<file path="src/emb_map.svh">
// constants for the external memory bank decode and address generation
`ifndef EMB_MAP_SVH
`define EMB_MAP_SVH

// control word fields
`define EMB_BW_MSB 2
`define EMB_BW_LSB 1
`define EMB_PACK_DIS_BIT 4

// bus width field codes
`define EMB_BW_8 2'h0
`define EMB_BW_16 2'h1
`define EMB_BW_32 2'h2

// bank ranges
`define EMB_BANK0_START 32'h0020_0000
`define EMB_BANK_STRIDE 32'h0400_0000
`define EMB_ASYNC_SPAN 32'h0100_0000
`define EMB_SDRAM_SPAN 32'h0400_0000

// sdram split of the internal address
`define EMB_SD_COL_MSB 7
`define EMB_SD_COL_LSB 0
`define EMB_SD_IBANK_MSB 9
`define EMB_SD_IBANK_LSB 8
`define EMB_SD_ROW_MSB 22
`define EMB_SD_ROW_LSB 10

// piece counts less one
`define EMB_LAST_W32 2'h0
`define EMB_LAST_P16 2'h1
`define EMB_LAST_P8 2'h3

// strobe timing
`define EMB_CLK_MHZ 200
`define EMB_STROBE_NS 10
`define EMB_STROBE_CYC ((`EMB_STROBE_NS * `EMB_CLK_MHZ + 999) / 1000)

`endif

</file>
<file path="src/emb_pkg.sv">
// types for the external memory bank decode and address generation
`default_nettype none
package emb_pkg;
  typedef enum logic [1:0] {
    EMB_WD_NORMAL,
    EMB_WD_EXTENDED,
    EMB_WD_SHORT,
    EMB_WD_LONG
  } emb_width_t;

  typedef enum logic {
    EMB_SRC_CORE,
    EMB_SRC_DMA
  } emb_src_t;

  typedef enum logic [1:0] {
    EMB_MODE_W32,
    EMB_MODE_P16,
    EMB_MODE_P8
  } emb_mode_t;

  typedef struct packed {
    logic [31:0] addr;
    logic [31:0] wdata;
    logic we;
    emb_src_t src;
    emb_width_t width;
    logic ifetch;
  } emb_req_t;

  typedef struct packed {
    logic [12:0] row;
    logic [7:0] col;
    logic [1:0] ibank;
  } emb_sdram_t;
endpackage : emb_pkg
`default_nettype wire

</file>
<file path="src/emb_bank_map.sv">
// external memory interface: bank select, address generation and piece sequencing
`include "emb_map.svh"
`default_nettype none
module emb_bank_map (
  input wire logic clk_sys,
  input wire logic sys_rst,
  input wire logic [31:0] ext_mem_ctl_reg,
  input wire logic [3:0] bank_sdram,
  input wire logic req_valid,
  output logic req_ready,
  input wire emb_pkg::emb_req_t req,
  output logic resp_valid,
  output logic resp_err,
  output emb_pkg::emb_src_t resp_src,
  output logic [31:0] resp_rdata,
  output logic [3:0] bank_select_lines_n,
  output logic [23:0] ext_addr_bus,
  output logic ext_rd_n,
  output logic ext_wr_n,
  output logic [31:0] ext_data_o,
  output logic ext_data_oe,
  input wire logic [31:0] ext_data_i,
  output emb_pkg::emb_sdram_t sdram_addr,
  output logic sdram_addr_valid
);
  typedef enum logic [1:0] {
    ST_IDLE,
    ST_STROBE,
    ST_GAP
  } emb_state_t;

  emb_state_t state_q;
  logic [3:0] cnt_q;
  logic [1:0] piece_q;
  logic [1:0] last_q;
  logic [23:0] base_q;
  logic [31:0] wdata_q;
  logic we_q;
  emb_pkg::emb_mode_t mode_q;

  // mode from the control word
  wire [1:0] bus_width_field = ext_mem_ctl_reg[`EMB_BW_MSB:`EMB_BW_LSB];
  wire pack_disable = ext_mem_ctl_reg[`EMB_PACK_DIS_BIT];
  wire narrow = (bus_width_field == `EMB_BW_16) || (bus_width_field == `EMB_BW_8);
  wire emb_pkg::emb_mode_t mode = (!narrow || pack_disable) ? emb_pkg::EMB_MODE_W32 :
      (bus_width_field == `EMB_BW_16) ? emb_pkg::EMB_MODE_P16 :
      emb_pkg::EMB_MODE_P8;
  wire [1:0] last_piece = (mode == emb_pkg::EMB_MODE_P16) ? `EMB_LAST_P16 :
      (mode == emb_pkg::EMB_MODE_P8) ? `EMB_LAST_P8 : `EMB_LAST_W32;

  wire [3:0] bank_hit;
  wire [23:0] ext_base;
  emb_pkg::emb_sdram_t sd_split;

  emb_xaddr u_xaddr (
    .addr(req.addr),
    .bank_sdram(bank_sdram),
    .mode(mode),
    .bank_hit(bank_hit),
    .ext_base(ext_base),
    .sdram(sd_split)
  );

  // acceptance and legality
  assign req_ready = (state_q == ST_IDLE);
  // core and dma requests take the same path
  wire accept = req_valid && req_ready;
  wire width_ok = (req.width == emb_pkg::EMB_WD_NORMAL);
  wire no_fetch = !req.ifetch;
  wire mapped = |bank_hit;
  wire legal = width_ok && no_fetch && mapped;
  wire [3:0] sdram_hit = bank_hit & bank_sdram;

  // piece stepping
  wire strobe_end = (state_q == ST_STROBE) && (cnt_q == 4'h0);
  wire last_done = strobe_end && (piece_q == last_q);
  wire [1:0] piece_nx = piece_q + 2'h1;
  wire [4:0] sh_cur = (mode_q == emb_pkg::EMB_MODE_P16) ? {piece_q[0], 4'h0} :
                      {piece_q, 3'h0};
  wire [4:0] sh_nx = (mode_q == emb_pkg::EMB_MODE_P16) ? {piece_nx[0], 4'h0} :
                     {piece_nx, 3'h0};
  wire [3:0] strobe_load = 4'(`EMB_STROBE_CYC - 1);

  always_ff @(posedge clk_sys) begin
    if (sys_rst) begin
      state_q <= ST_IDLE;
    end else begin
      case (state_q)
        ST_IDLE: begin
          if (accept && legal) begin
            state_q <= ST_STROBE;
          end
        end
        ST_STROBE: begin
          if (last_done) begin
            state_q <= ST_IDLE;
          end else if (strobe_end) begin
            state_q <= ST_GAP;
          end
        end
        ST_GAP: begin
          state_q <= ST_STROBE;
        end
        default: begin
          state_q <= ST_IDLE;
        end
      endcase
    end
  end

  // transfer context
  always_ff @(posedge clk_sys) begin
    if (sys_rst) begin
      cnt_q <= 4'h0;
      piece_q <= 2'h0;
      last_q <= 2'h0;
      base_q <= 24'h0;
      wdata_q <= 32'h0;
      we_q <= 1'b0;
      mode_q <= emb_pkg::EMB_MODE_W32;
    end else if (accept && legal) begin
      cnt_q <= strobe_load;
      piece_q <= 2'h0;
      last_q <= last_piece;
      base_q <= ext_base;
      wdata_q <= req.wdata;
      we_q <= req.we;
      mode_q <= mode;
    end else if (state_q == ST_STROBE && cnt_q != 4'h0) begin
      cnt_q <= cnt_q - 4'h1;
    end else if (strobe_end && !last_done) begin
      cnt_q <= strobe_load;
      piece_q <= piece_nx;
    end
  end

  // external pins
  always_ff @(posedge clk_sys) begin
    if (sys_rst) begin
      bank_select_lines_n <= 4'hf;
      ext_addr_bus <= 24'h0;
      ext_rd_n <= 1'b1;
      ext_wr_n <= 1'b1;
      ext_data_o <= 32'h0;
      ext_data_oe <= 1'b0;
    end else if (accept && legal) begin
      bank_select_lines_n <= ~bank_hit;
      ext_addr_bus <= ext_base;
      ext_rd_n <= req.we;
      ext_wr_n <= !req.we;
      ext_data_o <= req.wdata;
      ext_data_oe <= req.we;
    end else if (last_done) begin
      bank_select_lines_n <= 4'hf;
      ext_rd_n <= 1'b1;
      ext_wr_n <= 1'b1;
      ext_data_oe <= 1'b0;
    end else if (strobe_end) begin
      ext_rd_n <= 1'b1;
      ext_wr_n <= 1'b1;
      ext_addr_bus <= base_q | {22'h0, piece_nx};
      ext_data_o <= wdata_q >> sh_nx;
    end else if (state_q == ST_GAP) begin
      ext_rd_n <= we_q;
      ext_wr_n <= !we_q;
    end
  end

  // read assembly and answer
  always_ff @(posedge clk_sys) begin
    if (sys_rst) begin
      resp_valid <= 1'b0;
      resp_err <= 1'b0;
      resp_src <= emb_pkg::EMB_SRC_CORE;
      resp_rdata <= 32'h0;
      sdram_addr <= '0;
      sdram_addr_valid <= 1'b0;
    end else begin
      resp_valid <= (accept && !legal) || last_done;
      if (accept) begin
        resp_err <= !legal;
        resp_src <= req.src;
        resp_rdata <= 32'h0;
        sdram_addr <= sd_split;
        sdram_addr_valid <= legal && (|sdram_hit);
      end else if (strobe_end && !we_q) begin
        if (mode_q == emb_pkg::EMB_MODE_W32) begin
          resp_rdata <= ext_data_i;
        end else if (mode_q == emb_pkg::EMB_MODE_P16) begin
          resp_rdata[sh_cur +: 16] <= ext_data_i[15:0];
        end else begin
          resp_rdata[sh_cur +: 8] <= ext_data_i[7:0];
        end
      end
      if (last_done) begin
        sdram_addr_valid <= 1'b0;
      end
    end
  end
endmodule : emb_bank_map
`default_nettype wire

</file>
<file path="src/emb_xaddr.sv">
// bank range decode, external base address and sdram address split
`include "emb_map.svh"
`default_nettype none
module emb_xaddr (
  input wire logic [31:0] addr,
  input wire logic [3:0] bank_sdram,
  input wire emb_pkg::emb_mode_t mode,
  output logic [3:0] bank_hit,
  output logic [23:0] ext_base,
  output emb_pkg::emb_sdram_t sdram
);
  function automatic logic bank_hit_f(input logic [31:0] a, input logic [1:0] k,
                                      input logic is_sd);
    logic [31:0] base;
    logic [31:0] lo;
    logic [31:0] hi;
    base = `EMB_BANK_STRIDE * {30'h0, k};
    lo = (k == 2'h0) ? `EMB_BANK0_START : base;
    hi = base + (is_sd ? `EMB_SDRAM_SPAN : `EMB_ASYNC_SPAN) - 32'h1;
    return (a >= lo) && (a <= hi);
  endfunction : bank_hit_f

  genvar gi;
  generate
    for (gi = 0; gi < 4; gi++) begin : g_bank
      // async span 16M words, sdram span 64M words
      assign bank_hit[gi] = bank_hit_f(addr, 2'(gi), bank_sdram[gi]);
    end
  endgenerate

  // packed modes shift the word address up to leave room for the piece index
  wire [23:0] base_w32 = addr[23:0];
  wire [23:0] base_p16 = {addr[22:0], 1'b0};
  wire [23:0] base_p8 = {addr[21:0], 2'b00};
  assign ext_base = (mode == emb_pkg::EMB_MODE_P16) ? base_p16 :
                    (mode == emb_pkg::EMB_MODE_P8) ? base_p8 : base_w32;

  assign sdram.row = addr[`EMB_SD_ROW_MSB:`EMB_SD_ROW_LSB];
  assign sdram.col = addr[`EMB_SD_COL_MSB:`EMB_SD_COL_LSB];
  assign sdram.ibank = addr[`EMB_SD_IBANK_MSB:`EMB_SD_IBANK_LSB];
endmodule : emb_xaddr
`default_nettype wire

</file>
<file path="config.mk">
export PLATFORM = sky130hd
export DESIGN_NAME = emb_bank_map
export DESIGN_NICKNAME = d
export VERILOG_FILES = /design/src/emb_pkg.sv /design/src/emb_bank_map.sv /design/src/emb_xaddr.sv
export VERILOG_INCLUDE_DIRS = /design/src
export SDC_FILE = /design/constraint.sdc
export NUM_CORES = 1
export LEC_CHECK = 0
export BUFFER_PORTS_ARGS = -buffer_cell sky130_fd_sc_hd__buf_2
export CORE_MARGIN = 10
export CORE_UTILIZATION = 49
export CTS_BUF_LIST = sky130_fd_sc_hd__clkbuf_8
export DETAILED_ROUTE_END_ITERATION = 10
export GPL_ROUTABILITY_DRIVEN = 0
export GPL_TIMING_DRIVEN = 0
export PLACE_DENSITY = 0.79
export SLEW_MARGIN = 5
export SYNTH_ARGS = -nofsm -noshare
export SYNTH_HDL_FRONTEND = slang
export SYNTH_SLANG_ARGS = --single-unit
</file>
<file path="constraint.sdc">
create_clock -name clk_sys -period 2.65 [get_ports clk_sys]
set_clock_uncertainty 0.15 [all_clocks]
set_input_delay 0.3975 -clock clk_sys [delete_from_list [all_inputs] [get_ports clk_sys]]
set_output_delay 0.3975 -clock clk_sys [all_outputs]
set_load 0.005 [all_outputs]
</file>
==> impl_metrics.prom <==
# TYPE chip_impl_metric gauge
chip_impl_metric{name="antennaDiodeCount",unit=""} 0
chip_impl_info{name="slowest_stage",value="sky130_fd_sc_hd__o22ai_4"} 1
chip_impl_metric{name="syn_area",unit="mm2"} 0.00911
chip_impl_metric{name="finalHoldViolations",unit=""} 0
chip_impl_info{name="busiest_layer_in_global_routing",value="met2"} 1
chip_impl_info{name="r2r-end",value="ext_data_o[6]$_SDFFE_PP0P_"} 1
chip_impl_metric{name="max-vdd-ir-drop",unit="V"} 0.000302
chip_impl_metric{name="synth_fa_ha_area_share",unit="%"} 1.79
chip_impl_metric{name="syn2layout_area_growth",unit="%"} 22.4
chip_impl_metric{name="synth_compound_gate_area_share",unit="%"} 27.7
chip_impl_metric{name="postRouteWirelength",unit="um"} 31900
chip_impl_metric{name="fin_nets",unit=""} 1473
chip_impl_metric{name="dieWidth",unit="um"} 156
chip_impl_metric{name="cts-root-to-sink-buffers",unit=""} 2
chip_impl_info{name="cp-start-kind",value="input pin"} 1
chip_impl_info{name="reg_to_reg_startpoint",value="mode_q[0]$_SDFFE_PP0P_"} 1
chip_impl_metric{name="grtUsageMet1",unit="%"} 32.0
chip_impl_metric{name="place_hpwl",unit="um"} 24000
chip_impl_metric{name="cap_viol_max_count",unit=""} 0
chip_impl_metric{name="io_pins",unit=""} 263
chip_impl_metric{name="drt-wirelength-per-cell",unit="um"} 20.4
chip_impl_metric{name="synth_area_per_cell",unit="um2"} 8.53
chip_impl_metric{name="max_freq",unit="GHz"} 0.393
chip_impl_metric{name="drt_drc_violations_left",unit=""} 0
chip_impl_metric{name="final_core_utilization",unit="%"} 61.4
chip_impl_metric{name="drt_via_density",unit=""} 6.13
chip_impl_info{name="hold_class",value="input pin to register"} 1
chip_impl_info{name="cts-root-buf",value="sky130_fd_sc_hd__clkbuf_8"} 1
chip_impl_metric{name="timing.reg2reg.setup_slack",unit="ns"} 0.16
chip_impl_metric{name="count_of_flip_flops_with_a_built_in_enable_after_synthesis",unit=""} 0
chip_impl_metric{name="totalNegativeSetupSlack",unit="ns"} 0
chip_impl_info{name="criticalPathCategory",value="input pin to register"} 1
chip_impl_info{name="cpLargestDelayFamily",value="compound AO/OA/AOI/OAI gates"} 1
chip_impl_metric{name="layout.filler_cells",unit=""} 1647
chip_impl_metric{name="synthCells",unit=""} 1068
chip_impl_metric{name="grt_pass1_vias",unit=""} 9120
chip_impl_info{name="outcome",value="completed"} 1
chip_impl_metric{name="core_region_area",unit="mm2"} 0.0181
chip_impl_info{name="rsz0062_at_grt",value="yes"} 1
chip_impl_metric{name="min_period",unit="ns"} 2.54
chip_impl_info{name="hp-start",value="req[49]"} 1
chip_impl_metric{name="setup-violations-final",unit=""} 0
chip_impl_info{name="tritoncts",value="done"} 1
chip_impl_metric{name="crit_required",unit="ns"} 2.88
chip_impl_metric{name="final.period_utilization",unit="%"} 95.9
chip_impl_metric{name="crit_path_max_fanout",unit=""} 10
chip_impl_metric{name="fp.dieH",unit="um"} 156
chip_impl_metric{name="worst_setup_hold_path_clk_slew",unit="ns"} 0.11
chip_impl_metric{name="postLayoutCellArea",unit="mm2"} 0.0111
chip_impl_metric{name="synth_sequential_area_ratio",unit="%"} 41.8
chip_impl_metric{name="cellLeakagePower",unit="nW"} 4.59
chip_impl_metric{name="grt_pass1_wl",unit="um"} 49200
chip_impl_metric{name="worstRegToRegCells",unit=""} 7
chip_impl_metric{name="worst_hold_path.num_cells",unit=""} 3
chip_impl_info{name="top_flip_flop_cell_by_instance_count_after_synthesis",value="sky130_fd_sc_hd__dfxtp_1"} 1
chip_impl_metric{name="synth-async-reset-ratio",unit="%"} 0
chip_impl_info{name="whs_endpoint",value="sdram_addr[12]$_SDFFE_PP0P_"} 1
chip_impl_metric{name="worst_slew_margin_relative_to_its_limit",unit="%"} 53.6
chip_impl_metric{name="synth_mux_area_share",unit="%"} 8.80
chip_impl_metric{name="antenna_left",unit=""} 0
chip_impl_metric{name="path_depth",unit=""} 9
chip_impl_info{name="cp_cell_sequence",value="buf_2 -> nand4_1 -> nor4_4 -> a41oi_1 -> o22ai_4 -> o21a_1 -> buf_4 -> buf_6 -> mux2_1"} 1
chip_impl_metric{name="firstDrtPassIters",unit=""} 6
chip_impl_metric{name="rows",unit=""} 49
chip_impl_metric{name="io_buffer_count",unit=""} 232
chip_impl_metric{name="globalRouteMet2Util",unit="%"} 40.0
chip_impl_metric{name="worstPathBufferInverterCount",unit=""} 3
chip_impl_metric{name="route.vias.total",unit=""} 9573
chip_impl_metric{name="syn-num-nets",unit=""} 1221
chip_impl_metric{name="post_synth_and_or_nand_nor_area_fraction",unit="%"} 14.3
chip_impl_metric{name="slew_viol_final",unit=""} 0
chip_impl_metric{name="globalRouteOverflowTotal",unit=""} 0
chip_impl_metric{name="number_of_antenna_violations_at_the_first_check_in_global_routing",unit=""} 0
chip_impl_info{name="synth_top_family_by_area",value="compound AO/OA/AOI/OAI gates"} 1
chip_impl_metric{name="dieArea",unit="mm2"} 0.0244
chip_impl_metric{name="xor_xnor_cell_area_share_of_the_yosys_netlist",unit="%"} 0.481
chip_impl_metric{name="synth_warnings",unit=""} 0
chip_impl_info{name="cp-end-kind",value="register"} 1
chip_impl_metric{name="postPlaceCellArea",unit="mm2"} 0.0106
chip_impl_metric{name="grt_util_all_layers",unit="%"} 24.9
chip_impl_metric{name="max_stage_delay",unit="ns"} 0.45
chip_impl_metric{name="post_route_cells_drive_above_1_share",unit="%"} 25.2
chip_impl_metric{name="ys_seq_elements",unit=""} 190
chip_impl_metric{name="synthDistinctLibCells",unit=""} 54
chip_impl_metric{name="globalRouteMet3Util",unit="%"} 6.20
chip_impl_metric{name="transition_time_at_the_pin_with_the_least_slew_margin",unit="ns"} 0.689
chip_impl_metric{name="cts-htree-levels",unit=""} 4
chip_impl_metric{name="violation_count_after_the_first_detailed_route_iteration",unit=""} 973
chip_impl_metric{name="pwr_density_cell",unit="mW/mm2"} 473
chip_impl_metric{name="start_util",unit="%"} 50.2
chip_impl_metric{name="worstPathArrival",unit="ns"} 2.77
chip_impl_metric{name="worst_skew_pair.late_latency",unit="ns"} 0.49
chip_impl_metric{name="grt_start_max_net_pins",unit=""} 19
chip_impl_metric{name="tritoncts_num_sinks",unit=""} 190
chip_impl_metric{name="cts_made_buffers",unit=""} 17
==> worst min-delay path: cells and delay by family <==
kind                   cells  cell delay [ns]
AOI/OAI and AO/OA          1             0.05
buffers and inverters      1             0.12
and+or+nand+nor            1             0.05
==> kinds of logic after synthesis <==
group | count (synthesis)
buffers and inverters | 107
DFF | 190
AOI/OAI and AO/OA | 382
adders and majority gates | 13
muxes | 70
xor gates and xnor gates | 5
and+or+nand+nor | 301
==> cell usage in the layout, fill, tap and decap left out, types with 5 or more instances in the layout <==
cell	count
sky130_fd_sc_hd__clkbuf_1	58
sky130_fd_sc_hd__o211ai_1	33
sky130_fd_sc_hd__a21oi_1	62
sky130_fd_sc_hd__o21ai_1	5
sky130_fd_sc_hd__mux4_2	8
sky130_fd_sc_hd__buf_2	241
sky130_fd_sc_hd__nor2b_1	5
sky130_fd_sc_hd__inv_1	13
sky130_fd_sc_hd__a31oi_1	10
sky130_fd_sc_hd__ha_1	11
sky130_fd_sc_hd__and3_1	15
sky130_fd_sc_hd__dfxtp_1	189
sky130_fd_sc_hd__o2111ai_1	36
sky130_fd_sc_hd__nand2_1	159
sky130_fd_sc_hd__nand4_1	6
sky130_fd_sc_hd__o31ai_1	55
sky130_fd_sc_hd__a22oi_1	33
sky130_fd_sc_hd__buf_6	7
sky130_fd_sc_hd__nor2_1	58
sky130_fd_sc_hd__nor3_1	16
sky130_fd_sc_hd__clkbuf_8	17
sky130_fd_sc_hd__o21ai_0	98
sky130_fd_sc_hd__nand3_1	11
sky130_fd_sc_hd__clkbuf_2	11
sky130_fd_sc_hd__mux2i_1	61
sky130_fd_sc_hd__a211oi_1	25
sky130_fd_sc_hd__a221oi_1	7
==> layer usage <==
metal	vias to the layer above	share of wire, %
met5	-	0
met4	0	2.6
met3	73	9.5
met2	494	47
met1	4518	41
li1	4488	-
==> area by class of cell <==
cell class | instances | area, um2 | area share [%]
inverter | 13 | 48.8 | 0.438
clock buffer | 17 | 234 | 2.10
timing repair buffer | 236 | 1200 | 10.7
multi-input combinational | 771 | 4990 | 44.8
buffer | 91 | 430 | 3.86
clock inverter | 15 | 153 | 1.37
sequential | 190 | 3800 | 34.1
tap | 229 | 287 | 2.57
==> cells in the mapped netlist, types with 13 or more instances <==
library cell,instances,area [um2]
sky130_fd_sc_hd__o2111ai_1,36,315
sky130_fd_sc_hd__a22oi_1,34,255
sky130_fd_sc_hd__mux2i_1,61,611
sky130_fd_sc_hd__nor2_1,62,233
sky130_fd_sc_hd__a211oi_1,25,188
sky130_fd_sc_hd__and3_1,15,93.8
sky130_fd_sc_hd__o31ai_1,55,413
sky130_fd_sc_hd__nor3_1,21,105
sky130_fd_sc_hd__nand2_1,163,612
sky130_fd_sc_hd__inv_1,13,48.8
sky130_fd_sc_hd__dfxtp_1,190,3800
sky130_fd_sc_hd__o211ai_1,33,248
sky130_fd_sc_hd__clkbuf_1,67,251
sky130_fd_sc_hd__o21ai_0,98,490
sky130_fd_sc_hd__a21oi_1,63,315
sky130_fd_sc_hd__ha_1,13,163
==> registers in the layout, indices dropped and copies added, names as in the netlist, 4 cells and up <==
register / flops
resp_rdata: 32
base_q: 24
bank_select_lines_n: 4
ext_addr_bus: 24
ext_data_o: 32
wdata_q: 32
cnt_q: 4
sdram_addr: 23
==> worst max-delay path by stage <==
stage,from,to
global route,last_q[1]$_SDFFE_PP0P_,resp_rdata[27]$_SDFFE_PP0P_
CTS,last_q[1]$_SDFFE_PP0P_,resp_rdata[27]$_SDFFE_PP0P_
finish,req[52],last_q[0]$_SDFFE_PP0P_
floorplan,piece_q[0]$_SDFFE_PP0P_,resp_rdata[24]$_SDFFE_PP0P_
detailed placement,piece_q[0]$_SDFFE_PP0P_,resp_rdata[27]$_SDFFE_PP0P_
global placement,piece_q[0]$_SDFFE_PP0P_,resp_rdata[29]$_SDFFE_PP0P_
==> where the power goes <==
| group | switching [mW] | internal [mW] |
|---|---|---|
| Sequential | 0.0149 | 2.88 |
| Combinational | 0.281 | 0.159 |
| Clock | 1.16 | 0.779 |
| Total | 1.46 | 3.82 |
==> per-stage QoR <==
stage / total power [mW] / cells / setup WS (ns) / hold slack, ns
2_1_floorplan: 3.16 / 1068 / 0.0816 / 0.278
4_1_cts: 5.27 / 1563 / -0.0220 / 0.0305
5_1_grt: 5.45 / 1562 / -0.0272 / 0.0353
3_3_place_gp: 3.38 / 1529 / -0.582 / 0.286
3_5_place_dp: 3.39 / 1529 / -0.703 / 0.294
6_report: 5.28 / 1562 / 0.108 / 0.0332
==> timing repair <==
action                     4_1_cts  5_1_grt
setup endpoints to repair       86      102
hold endpoints to repair         1        0
resized for setup               18       33
pin swaps                        2        1
hold buffers                     1        0
setup buffers                    3        0
Power figures use the tool's default switching activity.
